$ cat config.mk
export PLATFORM = sky130hd
export DESIGN_NAME = rsq_sequencer
export DESIGN_NICKNAME = d
export VERILOG_FILES = /design/src/inc/rsq_pkg.sv /design/src/hw/rsq_sequencer.sv
export SDC_FILE = /design/constraint.sdc
export NUM_CORES = 1
export LEC_CHECK = 0
export ABC_AREA = 1
export BUFFER_PORTS_ARGS = -buffer_cell sky130_fd_sc_hd__buf_2
export CAP_MARGIN = 20
export CORE_AREA = 2 2 90 84
export CTS_CLUSTER_DIAMETER = 80
export DETAILED_ROUTE_END_ITERATION = 16
export DIE_AREA = 0 0 92 86
export PLACE_DENSITY = 0.69
export SETUP_SLACK_MARGIN = 0.4
export SKIP_CTS_REPAIR_TIMING = 1
export SYNTH_ARGS = -nofsm -noshare
export SYNTH_HDL_FRONTEND = slang
export SYNTH_SLANG_ARGS = --single-unit
$ cat constraint.sdc
create_clock -name mclk -period 3.7 [get_ports mclk]
set_input_delay 0.185 -clock mclk [delete_from_list [all_inputs] [get_ports mclk]]
set_output_delay 0.185 -clock mclk [all_outputs]
set_load 0.005 [all_outputs]
$ cat src/inc/rsq_pkg.sv
// constants, types and register map of the reset and start-up sequencer
package rsq_pkg;

    // ************************************************************
    // timing
    // ************************************************************
    localparam int CLK_PERIOD_NS   = 8;                  // mclk period at 125 MHz
    localparam int PIN_FILTER_NS   = 100;                // least low time of a real pin reset
    localparam int PIN_FILTER_CYC  = (PIN_FILTER_NS + CLK_PERIOD_NS - 1) / CLK_PERIOD_NS;
    localparam int PUT_TIME_MS     = 72;                 // power-up timer delay
    localparam int RC_FREQ_KHZ_DEF = 1000;               // nominal internal rc rate
    localparam int OST_EDGES       = 1024;               // oscillator start-up edge count
    localparam int OST_W           = $clog2(OST_EDGES);
    localparam int FILT_W          = $clog2(PIN_FILTER_CYC + 1);

    // ************************************************************
    // register port
    // ************************************************************
    localparam int ADDR_W = 4;
    localparam int DATA_W = 8;
    localparam logic [ADDR_W-1:0] ADDR_CFG     = 4'h0;
    localparam logic [ADDR_W-1:0] ADDR_STATUS  = 4'h1;
    localparam logic [ADDR_W-1:0] ADDR_CAUSE   = 4'h2;
    localparam logic [ADDR_W-1:0] ADDR_SCRATCH = 4'h3;

    // field positions
    localparam int STAT_DIP_BIT   = 0;                   // supply dip flag, 0 after a dip
    localparam int STAT_PON_BIT   = 1;                   // power-on flag, 0 after power-on
    localparam int STAT_WDX_BIT   = 2;                   // watchdog_expired_flag, active low
    localparam int STAT_SLP_BIT   = 3;                   // sleep_entered_flag, active low

    // ************************************************************
    // types
    // ************************************************************
    typedef enum logic [1:0] {
        OSC_LOW_POWER_CRYSTAL = 2'b00,
        OSC_STANDARD_CRYSTAL  = 2'b01,
        OSC_HIGH_SPEED_CRYSTAL= 2'b10,
        OSC_RESISTOR_CAP      = 2'b11
    } rsq_osc_mode_e;

    typedef enum logic [2:0] {
        CAUSE_NONE      = 3'b000,
        CAUSE_POWER_ON  = 3'b001,
        CAUSE_PIN_RUN   = 3'b010,
        CAUSE_PIN_SLEEP = 3'b011,
        CAUSE_WDT_RESET = 3'b100,
        CAUSE_WDT_WAKE  = 3'b101,
        CAUSE_SUPPLY_DIP= 3'b110
    } rsq_cause_e;

    typedef enum logic [2:0] {
        ST_RUN  = 3'b000,
        ST_HOLD = 3'b001,
        ST_PUT  = 3'b010,
        ST_OST  = 3'b011,
        ST_PIN  = 3'b100
    } rsq_state_e;

    // configuration word: bits [3:0] of the cfg register
    typedef struct packed {
        logic          supply_dip_reset_enable;   // bit 3
        logic          power_up_delay_enable_n;   // bit 2, active low
        rsq_osc_mode_e osc_mode;                  // bits 1:0
    } rsq_cfg_s;

    // reset cause flags: bits [3:0] of the status register
    typedef struct packed {
        logic sleep_entered_flag_n;
        logic watchdog_expired_flag_n;
        logic power_on_flag;
        logic supply_dip_flag;
    } rsq_status_s;

    localparam rsq_cfg_s    CFG_RESET    = '{1'b1, 1'b0, OSC_STANDARD_CRYSTAL};
    localparam rsq_status_s STATUS_RESET = '{1'b1, 1'b1, 1'b0, 1'b1};

endpackage

$ cat src/hw/rsq_sequencer.sv
// reset and start-up sequencer: cause tracking, pin filter, start-up timers
`timescale 1ns/1ps

// Behaviour
// RL1: six reset causes told apart and recorded
// RL2: non-wake causes pulse the register initialise line
// RL3: scratch group never reset by any cause
// RL4: watchdog wake leaves register initialise low
// RL5: expired and sleep flags follow the cause
// RL6: short low pulses on reset pin ignored
// RL7: watchdog reset acts internally, pin untouched
// RL8: supply rise makes an internal power-on pulse
// RL9: power-up timer starts from power-on pulse
// RL10: core held in reset while timer counts
// RL11: power-up timer counts internal rc edges
// RL12: configuration bit enables or skips power-up timer
// RL13: start-up timer holds 1024 oscillator cycles
// RL14: start-up timer only in crystal modes
// RL15: start-up timer only after power-on or wake
// RL16: oscillator pin may carry an external clock
// RL17: power-on flag cleared only by power-on
// RL18: power-up delay follows supply above dip level
// RL19: power-up enable bit is active low
// RL20: supply dip enable forces power-up timer on
// RL21: core reset held until last timer ends
// RL22: start-up counter restarts, counts rising edges
module rsq_sequencer
    import rsq_pkg::*;
#(
    parameter int RC_FREQ_KHZ = RC_FREQ_KHZ_DEF,
    parameter int PUT_TICKS   = PUT_TIME_MS * RC_FREQ_KHZ
) (
    // clock and reset
    input  wire logic              mclk,
    input  wire logic              arst_n,
    // register port
    input  wire logic [ADDR_W-1:0] addr,
    input  wire logic [DATA_W-1:0] wr_data,
    input  wire logic              wr_en,
    input  wire logic              rd_en,
    output logic      [DATA_W-1:0] rd_data,
    // pins and analog detectors
    input  wire logic              external_reset_pin_n,
    input  wire logic              oscillator_input_pin,
    input  wire logic              rc_osc_in,
    input  wire logic              supply_ok,
    input  wire logic              supply_below_dip,
    // core side
    input  wire logic              watchdog_timeout,
    input  wire logic              core_sleeping,
    output logic                   core_reset,
    output logic                   regs_init,
    output logic                   wake_resume
);

    localparam int PUT_W = $clog2(PUT_TICKS + 1);

    // ************************************************************
    // elaboration checks
    // ************************************************************
    if (PUT_TICKS < 1) begin : g_bad_put
        $error("power-up tick count must be at least one");
    end
    if (RC_FREQ_KHZ < 1) begin : g_bad_rc
        $error("rc rate must be at least one kHz");
    end

    // ************************************************************
    // state
    // ************************************************************
    rsq_state_e          state_reg, state_next;
    rsq_cause_e          cause_reg, cause_next;
    rsq_cfg_s            cfg_reg, cfg_next;
    rsq_status_s         status_reg, status_next;
    logic [DATA_W-1:0]   scratch_reg;
    logic [DATA_W-1:0]   rd_data_reg, rd_data_next;
    logic                supply_ok_d_reg;
    logic                pin_filt_reg, pin_filt_next;
    logic [FILT_W-1:0]   filt_cnt_reg, filt_cnt_next;
    logic                osc_d_reg;
    logic                rc_d_reg;
    logic [PUT_W-1:0]    put_cnt_reg, put_cnt_next;
    logic [OST_W-1:0]    ost_cnt_reg, ost_cnt_next;
    logic                core_reset_reg;
    logic                regs_init_reg;
    logic                wake_resume_reg, wake_resume_next;

    // ************************************************************
    // event decode
    // ************************************************************
    wire por_pulse  = supply_ok & ~supply_ok_d_reg;                       // [RL8]
    wire dip_act    = cfg_reg.supply_dip_reset_enable & supply_below_dip;
    wire pin_low    = ~pin_filt_reg;
    wire in_run     = (state_reg == ST_RUN);
    wire wdt_reset  = in_run & watchdog_timeout & ~core_sleeping;         // [RL7]
    wire wdt_wake   = in_run & watchdog_timeout & core_sleeping;
    wire osc_edge   = oscillator_input_pin & ~osc_d_reg;                 // [RL22] [RL16]
    wire rc_edge    = rc_osc_in & ~rc_d_reg;                             // [RL11]
    wire crystal    = (cfg_reg.osc_mode != OSC_RESISTOR_CAP);            // [RL14]
    wire put_on     = ~cfg_reg.power_up_delay_enable_n                   // [RL19] [RL12]
                    | cfg_reg.supply_dip_reset_enable;                   // [RL20]
    wire put_done   = rc_edge & (put_cnt_reg == PUT_W'(PUT_TICKS - 1));
    wire ost_done   = osc_edge & (ost_cnt_reg == OST_W'(OST_EDGES - 1)); // [RL13]
    wire pin_change = (external_reset_pin_n != pin_filt_reg);

    // power-up delay after power-on or dip, or after any reset when dip reset is on
    function automatic logic put_needed(input rsq_cause_e c, input logic on, input logic dip_en);
        put_needed = on & ((c == CAUSE_POWER_ON) | (c == CAUSE_SUPPLY_DIP) | dip_en);
    endfunction

    // start-up delay only after power-on or wake, and only with a crystal
    function automatic logic ost_needed(input rsq_cause_e c, input logic xtal);
        ost_needed = xtal & ((c == CAUSE_POWER_ON) | (c == CAUSE_WDT_WAKE)); // [RL15]
    endfunction

    // a cause newly seen while running, highest priority first
    function automatic rsq_cause_e new_cause(input logic por, input logic dip,
                                            input logic pinl, input logic sleeping,
                                            input logic wrst, input logic wwake);
        if (por) begin
            new_cause = CAUSE_POWER_ON;
        end else if (dip) begin
            new_cause = CAUSE_SUPPLY_DIP;
        end else if (pinl) begin
            new_cause = sleeping ? CAUSE_PIN_SLEEP : CAUSE_PIN_RUN;
        end else if (wrst) begin
            new_cause = CAUSE_WDT_RESET;
        end else if (wwake) begin
            new_cause = CAUSE_WDT_WAKE;
        end else begin
            new_cause = CAUSE_NONE;
        end
    endfunction

    wire rsq_cause_e seen_cause = new_cause(por_pulse, dip_act, pin_low, core_sleeping,
                                            wdt_reset, wdt_wake);   // [RL1]
    wire cause_load = por_pulse | (in_run & (seen_cause != CAUSE_NONE));

    // ************************************************************
    // pin noise filter: level must hold for the filter time to be taken
    // ************************************************************
    always_comb begin
        filt_cnt_next = '0;
        pin_filt_next = pin_filt_reg;
        if (pin_change) begin
            if (filt_cnt_reg == FILT_W'(PIN_FILTER_CYC - 1)) begin
                pin_filt_next = external_reset_pin_n;                     // [RL6]
            end else begin
                filt_cnt_next = filt_cnt_reg + FILT_W'(1);
            end
        end
    end

    // ************************************************************
    // sequence state machine
    // ************************************************************
    always_comb begin
        state_next       = state_reg;
        cause_next       = cause_reg;
        put_cnt_next     = put_cnt_reg;
        ost_cnt_next     = ost_cnt_reg;
        wake_resume_next = 1'b0;
        if (put_on & rc_edge) begin
            put_cnt_next = put_cnt_reg + PUT_W'(1);
        end
        if (osc_edge) begin
            ost_cnt_next = ost_cnt_reg + OST_W'(1);
        end
        unique case (state_reg)
            ST_RUN: begin
                if (cause_load & (seen_cause == CAUSE_WDT_WAKE)) begin
                    cause_next   = CAUSE_WDT_WAKE;                        // [RL4]
                    ost_cnt_next = '0;
                    if (crystal) begin
                        state_next = ST_OST;
                    end else begin
                        wake_resume_next = 1'b1;
                    end
                end else if (cause_load) begin
                    cause_next = seen_cause;
                    state_next = ST_HOLD;                                 // [RL21]
                end
            end
            ST_HOLD: begin
                put_cnt_next = '0;
                ost_cnt_next = '0;                                        // [RL22]
                if (supply_ok & ~dip_act) begin                           // [RL18]
                    if (put_needed(cause_reg, put_on, cfg_reg.supply_dip_reset_enable)) begin
                        state_next = ST_PUT;                              // [RL9]
                    end else if (ost_needed(cause_reg, crystal)) begin
                        state_next = ST_OST;
                    end else begin
                        state_next = ST_PIN;
                    end
                end
            end
            ST_PUT: begin
                if (put_done) begin
                    ost_cnt_next = '0;
                    state_next   = ost_needed(cause_reg, crystal) ? ST_OST : ST_PIN;
                end
            end
            ST_OST: begin
                if (ost_done) begin
                    state_next = ST_PIN;
                end
            end
            ST_PIN: begin
                if (~pin_low) begin
                    state_next       = ST_RUN;
                    wake_resume_next = (cause_reg == CAUSE_WDT_WAKE);
                end
            end
            default: begin
                state_next = ST_HOLD;
            end
        endcase
        // a power-on pulse or a dip restarts the sequence from any state
        if (state_reg != ST_RUN) begin
            if (por_pulse) begin
                cause_next = CAUSE_POWER_ON;
                state_next = ST_HOLD;
            end else if (dip_act) begin
                state_next = ST_HOLD;
            end
        end
        // a wake headed for the start-up timer outside a crystal mode goes straight to the pin check
        if ((state_next == ST_OST) & ~crystal & (cause_next == CAUSE_WDT_WAKE)) begin
            state_next = ST_PIN;
        end
    end

    // ************************************************************
    // cause flags: hardware update wins over a software write
    // ************************************************************
    wire sw_stat_wr = wr_en & (addr == ADDR_STATUS);

    always_comb begin
        status_next = status_reg;
        if (sw_stat_wr) begin
            status_next.supply_dip_flag = status_reg.supply_dip_flag | wr_data[STAT_DIP_BIT];
            status_next.power_on_flag   = status_reg.power_on_flag | wr_data[STAT_PON_BIT];
        end
        if (cause_load) begin                                             // [RL5]
            unique case (seen_cause)
                CAUSE_POWER_ON: begin
                    status_next.power_on_flag = 1'b0;                     // [RL17]
                    if (cfg_reg.supply_dip_reset_enable) begin
                        status_next.supply_dip_flag = 1'b1;
                    end
                    status_next.watchdog_expired_flag_n = 1'b1;
                    status_next.sleep_entered_flag_n    = 1'b1;
                end
                CAUSE_SUPPLY_DIP: begin
                    status_next.supply_dip_flag         = 1'b0;
                    status_next.watchdog_expired_flag_n = 1'b1;
                    status_next.sleep_entered_flag_n    = 1'b1;
                end
                CAUSE_PIN_SLEEP: begin
                    status_next.watchdog_expired_flag_n = 1'b1;
                    status_next.sleep_entered_flag_n    = 1'b0;
                end
                CAUSE_WDT_RESET: begin
                    status_next.watchdog_expired_flag_n = 1'b0;
                    status_next.sleep_entered_flag_n    = 1'b1;
                end
                CAUSE_WDT_WAKE: begin
                    status_next.watchdog_expired_flag_n = 1'b0;
                    status_next.sleep_entered_flag_n    = 1'b0;
                end
                default: begin
                    status_next = status_next;                            // pin while running
                end
            endcase
        end
    end

    // ************************************************************
    // register port decode
    // ************************************************************
    wire cfg_wr = wr_en & (addr == ADDR_CFG);
    assign cfg_next = cfg_wr ? rsq_cfg_s'(wr_data[3:0]) : cfg_reg;

    always_comb begin
        rd_data_next = '0;
        if (rd_en) begin
            unique case (addr)
                ADDR_CFG:     rd_data_next = {4'h0, cfg_reg};
                ADDR_STATUS:  rd_data_next = {4'h0, status_reg};
                ADDR_CAUSE:   rd_data_next = {2'h0, state_reg, cause_reg};
                ADDR_SCRATCH: rd_data_next = scratch_reg;
                default:      rd_data_next = '0;
            endcase
        end
    end

    // ************************************************************
    // registers
    // ************************************************************
    // sequence and filter state
    always_ff @(posedge mclk or negedge arst_n) begin
        if (!arst_n) begin
            state_reg       <= ST_HOLD;
            cause_reg       <= CAUSE_POWER_ON;
            supply_ok_d_reg <= 1'b0;
            pin_filt_reg    <= 1'b1;
            filt_cnt_reg    <= '0;
            osc_d_reg       <= 1'b0;
            rc_d_reg        <= 1'b0;
            put_cnt_reg     <= '0;
            ost_cnt_reg     <= '0;
        end else begin
            state_reg       <= state_next;
            cause_reg       <= cause_next;
            supply_ok_d_reg <= supply_ok;
            pin_filt_reg    <= pin_filt_next;
            filt_cnt_reg    <= filt_cnt_next;
            osc_d_reg       <= oscillator_input_pin;
            rc_d_reg        <= rc_osc_in;
            put_cnt_reg     <= put_cnt_next;
            ost_cnt_reg     <= ost_cnt_next;
        end
    end

    // software visible registers and outputs
    always_ff @(posedge mclk or negedge arst_n) begin
        if (!arst_n) begin
            cfg_reg         <= CFG_RESET;
            status_reg      <= STATUS_RESET;
            rd_data_reg     <= '0;
            core_reset_reg  <= 1'b1;
            regs_init_reg   <= 1'b1;
            wake_resume_reg <= 1'b0;
        end else begin
            cfg_reg         <= cfg_next;
            status_reg      <= status_next;
            rd_data_reg     <= rd_data_next;
            core_reset_reg  <= (state_next != ST_RUN);                    // [RL10] [RL21]
            regs_init_reg   <= (state_next != ST_RUN)                     // [RL2]
                             & (cause_next != CAUSE_WDT_WAKE);             // [RL4]
            wake_resume_reg <= wake_resume_next;
        end
    end

    // preserved group: no reset of any kind reaches it
    always_ff @(posedge mclk) begin
        if (wr_en & (addr == ADDR_SCRATCH)) begin
            scratch_reg <= wr_data;                                       // [RL3]
        end
    end

    assign rd_data     = rd_data_reg;
    assign core_reset  = core_reset_reg;
    assign regs_init   = regs_init_reg;
    assign wake_resume = wake_resume_reg;

endmodule // rsq_sequencer

### Word-level counts from Yosys, hierarchy flattened

Cells that the tools add are included.

* bitwise logic cells: 35
* equality and inequality tests: 23
* muxes and demuxes: 45
* reductions and logical operators: 10
* add/sub/neg operators: 3

Operators by type and width (count)
* two-way mux 3 bit: 23
* two-way mux 17 bit: 2
* one-hot mux 8 bit (4 select lines): 1
* two-way mux 10 bit: 3
* one-hot mux 10 bit (3 select lines): 1
* AND 1 bit: 21
* == test 3 bit, second input constant: 7
* adder 17 x 1 -> 17 bit, second input constant: 1
* == test 17 bit, second input constant: 1
* one-hot mux 3 bit (5 select lines): 1
* == test 3 x 2 -> 1 bit, second input constant: 4
* adder 10 x 1 -> 10 bit, second input constant: 1
* == test 10 bit, second input constant: 1
* == test 3 x 1 -> 1 bit, second input constant: 3
* nonzero test 3 bit: 3
* == test 4 x 2 -> 1 bit, second input constant: 2
* two-way mux 4 bit: 2
* two-way mux 8 bit: 1
* one-hot mux 2 bit (4 select lines): 1
* inverter 1 bit: 7
* OR 1 bit: 7
* two-way mux 1 bit: 6
* adder 4 x 1 -> 4 bit, second input constant: 1
* == test 4 x 1 -> 1 bit, second input constant: 1
* 12 further kinds: 15

* register bits after elaboration: 68
* output and inout bits: 11

### Depth between registers and ports, before layout

* depth in word-level cells: 23
* gate-level depth with buffers: 14

### Least setup slack after synthesis

Ideal clock, no wire load.

* path type: input port to flip-flop
* start point: in addr[3]
* end point: reg scratch_reg[0], enable pin
* setup slack: 2.070 ns
* cell stages on the path: 3
* data required time: 3.305 ns
* arrival time: 1.235 ns
* path buffers: 0
* setup time: 0.395 ns
* path through: nor2_1 > inv_1 > nor4_1

* cells in the longest elaborated chain, start to end: 2

RTL lines
* from (decl): RTL line rsq_sequencer.sv:37 `input wire logic [ADDR_W-1:0] addr,`
* == test 4 x 2 -> 1 bit: RTL line rsq_sequencer.sv:347 `if (wr_en & (addr == ADDR_SCRATCH)) begin`
* AND 1 bit: RTL line rsq_sequencer.sv:347
* to (signal assigned): RTL line rsq_sequencer.sv:348 `scratch_reg <= wr_data;`
* to (decl): RTL line rsq_sequencer.sv:75 `logic [DATA_W-1:0] scratch_reg;`

No other way between the ends.
A chain may end at the register's enable or synchronous reset.

### Worst setup path after layout

* start point: reg cfg_reg[3] in the netlist's numbering
* end point: reg put_cnt_reg[14]

* cells in the longest elaborated chain, start to end: 3

RTL lines
* from (decl): RTL line rsq_sequencer.sv:73 `rsq_cfg_s cfg_reg, cfg_next;`
* from (signal assigned): RTL line rsq_sequencer.sv:335 `cfg_reg <= cfg_next;`
* OR 1 bit: RTL line rsq_sequencer.sv:101 `| cfg_reg.supply_dip_reset_enable;`
* AND 1 bit: RTL line rsq_sequencer.sv:163 `if (put_on & rc_edge) begin`
* nonzero test 2 bit (no source line)
* to (signal assigned): RTL line rsq_sequencer.sv:320 `put_cnt_reg <= put_cnt_next;`
* to (decl): RTL line rsq_sequencer.sv:82 `logic [PUT_W-1:0] put_cnt_reg, put_cnt_next;`

No other way between the ends.

==> impl_metrics.ini <==
[detailed_routing]
ant_nets = 0
wire_per_inst_um = 12.5
remaining_drc_errors = 0
vias = 2835
drtIter0Drc = 138
via_per_inst = 5.04
first_pass_iters = 4
wl_mm = 7.02

[sta]
maxSlewViolCount = 0
slew_headroom_pct = 42.5
period_minus_slack_ns = 1.92
timing.setup.tns_ns = 0
setup_violations = 0
layout_worst_path_cycle_share_pct = 51.8
rsz0062_at_grt = no
skew_ns = 0.0103
clock.fmax_ghz = 0.522
tightest_slew_ns = 0.856
whs_ns = -0.00971
final-hold-violation-count = 5

[yosys]
yosysMostFrequentCell = nand2_1
synth_ff_type = dfrtp_1
synthSimpleGateAreaFrac_pct = 24.4
synth_top_family_by_area = simple AND/OR/NAND/NOR gates
synth_xor_area_share_pct = 2.54
synth_edf_count = 8
yosys_warnings = 0
synth-compound-area-share_pct = 11.9
yosys.area.top_type = dfrtp_1
synthAdderAreaFrac_pct = 1.45
ys_seq_area_share_pct = 50.8
synthTopCellsByArea = dfrtp_1, nand2_1, dfstp_2
syn_area_per_cell_sq_um = 8.24
synthDistinctLibCells = 38
muxShareOfSynthArea_pct = 0.652
syn_nets = 446
netlist_area_sq_mm = 0.00345
ys_top_cells_by_count = nand2_1, inv_1, nor2_1
synth_seq_cells = 68
synth_async_sr_flop_share_pct = 88.2
synth.top_cell.area_share_pct = 36.2
syn_inst = 419

[critical_path]
slowest_stage = dfstp_2
worst_setup_path_end_kind = flip-flop
worstRegToRegCells = 9
startpoint_type = flip-flop
critical_path_class = reg -> reg
max_stage_delay_ns = 0.54
cp_cell_sequence = inv_1 > nand2_1 > nand2_1 > inv_1 > nand3_1 > nor2_1 > nand3_1 > o21ai_0 > a21oi_1
required_ns = 3.92
rr_startpoint = cfg_reg[3]
crit_fanout = 6
critical_path.top_delay_family = simple AND/OR/NAND/NOR gates
cp.buffers_inverters = 2
rrSetupSlack_ns = 1.78
critical_path_arrival_ns = 2.14
timing.rr.end = put_cnt_reg[14]

[global_routing]
first_global_vias = 2738
antenna_found_initial = 0
grt-ovfl-total = 0
grt_usage_pct = 20.1
grt_pass1_wl_mm = 12.6
grt_max_degree = 61

[run_status]
violations = negative hold slack
status = complete, but fails checks

[placement]
numPortBuffers = 33
place_inst = 544
gp_congestion = 0.914
dp_hpwl_mm = 5.30

[clock_network]
cts_root_buf = clkbuf_8
insertion_delay_ns = 0.34
cts_tree = done
cts.clk_slew.worst_paths_ns = 0.07
h-tree-depth = 3
cts_buffer_depth = 2
clock-sinks = 68
cts_made_buffers = 9

[cells_and_area]
final_cells = 563
largest_reg_flops = 17
nets = 492
drive_above_1_share_pct = 17.0
syn_to_final_growth_pct = 15.7
utilization_pct = 57.9
nFillCells = 623
diodes = 0

[power_and_ir_drop]
ir_drop_mv = 0.374
fin_total_pwr_mw = 2.14
p_per_area_mw_per_mm2 = 536
power.leakage_nw = 1.98

[floorplan]
die_w_um = 92
die_h_um = 86
rows = 29
die_area_sq_mm = 0.00791
boundaryPins = 34
core-area_sq_mm = 0.00689
initial_core_util_pct = 50.1

[run]
cap_violations = 0

[hold_path]
hp-class = in -> async
==> routing by layer <==
layer  global-route usage (%)  share of wire (%)  vias up
met1                     29.0                 50     1321
met3                     5.45                4.3        8
met5                        0                  0        -
li1                         -                  -     1460
met4                     5.43                1.4        0
met2                     30.1                 44       46
==> cell type report <==
class,count,area (sq um),share of cell area [%]
sequential,68,1750,43.9
clock inverter,5,82.6,2.07
inverter,71,267,6.67
clock buffer,11,153,3.82
multi-input combinational,277,1410,35.3
timing repair buffer,38,210,5.26
tap,93,116,2.91
==> power breakdown <==
part | internal [mW] | switching, mW
logic | 0.161 | 0.350
registers | 0.863 | 0.0678
clock network | 0.422 | 0.275
total | 1.45 | 0.693
==> logic make-up after synthesis <==
| family | count (synthesis) |
|---|---|
| xor gates and xnor gates | 10 |
| buffers and inverters | 74 |
| AOI/OAI and AO/OA | 67 |
| DFF | 68 |
| and+or+nand+nor | 194 |
| muxes | 2 |
| adders and majority gates | 4 |
==> metrics by stage <==
step | setup WS (ns) | cell area (sq um) | hold slack [ns]
detailed placement | 1.82 | 3730 | 0.313
global route | 1.59 | 3990 | 0.00882
CTS | 1.80 | 3960 | -0.0481
finish | 1.78 | 3990 | -0.00971
global placement | 1.80 | 3730 | 0.310
floorplan | 2.07 | 3450 | -0.111
==> how the worst max path moves through the flow <==
stage	endpoint	cells past startpoint	from	slack, ns
floorplan	scratch_reg[0]	3	addr[3]	2.07
global placement	put_cnt_reg[14]	9	cfg_reg[3]	1.80
detailed placement	put_cnt_reg[14]	9	cfg_reg[3]	1.82
CTS	put_cnt_reg[14]	9	cfg_reg[3]	1.80
global route	regs_init	9	state_reg[2]	1.59
finish	put_cnt_reg[14]	9	cfg_reg[3]	1.78
==> layout by cell type, fill, tap and decap left out, types with 4 or more instances in the layout <==
cell type / n
nor2_1: 51
ha_1: 4
o21ai_0: 14
nand2_2: 4
nand4_1: 9
nand2_1: 85
nor3_1: 9
xnor2_1: 4
dfstp_2: 10
nand3_1: 27
xor2_1: 6
dfrtp_1: 50
a21oi_1: 28
edfxtp_1: 8
a221oi_1: 4
clkbuf_8: 9
buf_2: 33
inv_1: 65
a31oi_1: 7
inv_2: 5
Note: power is estimated with default switching activity, not from simulation.
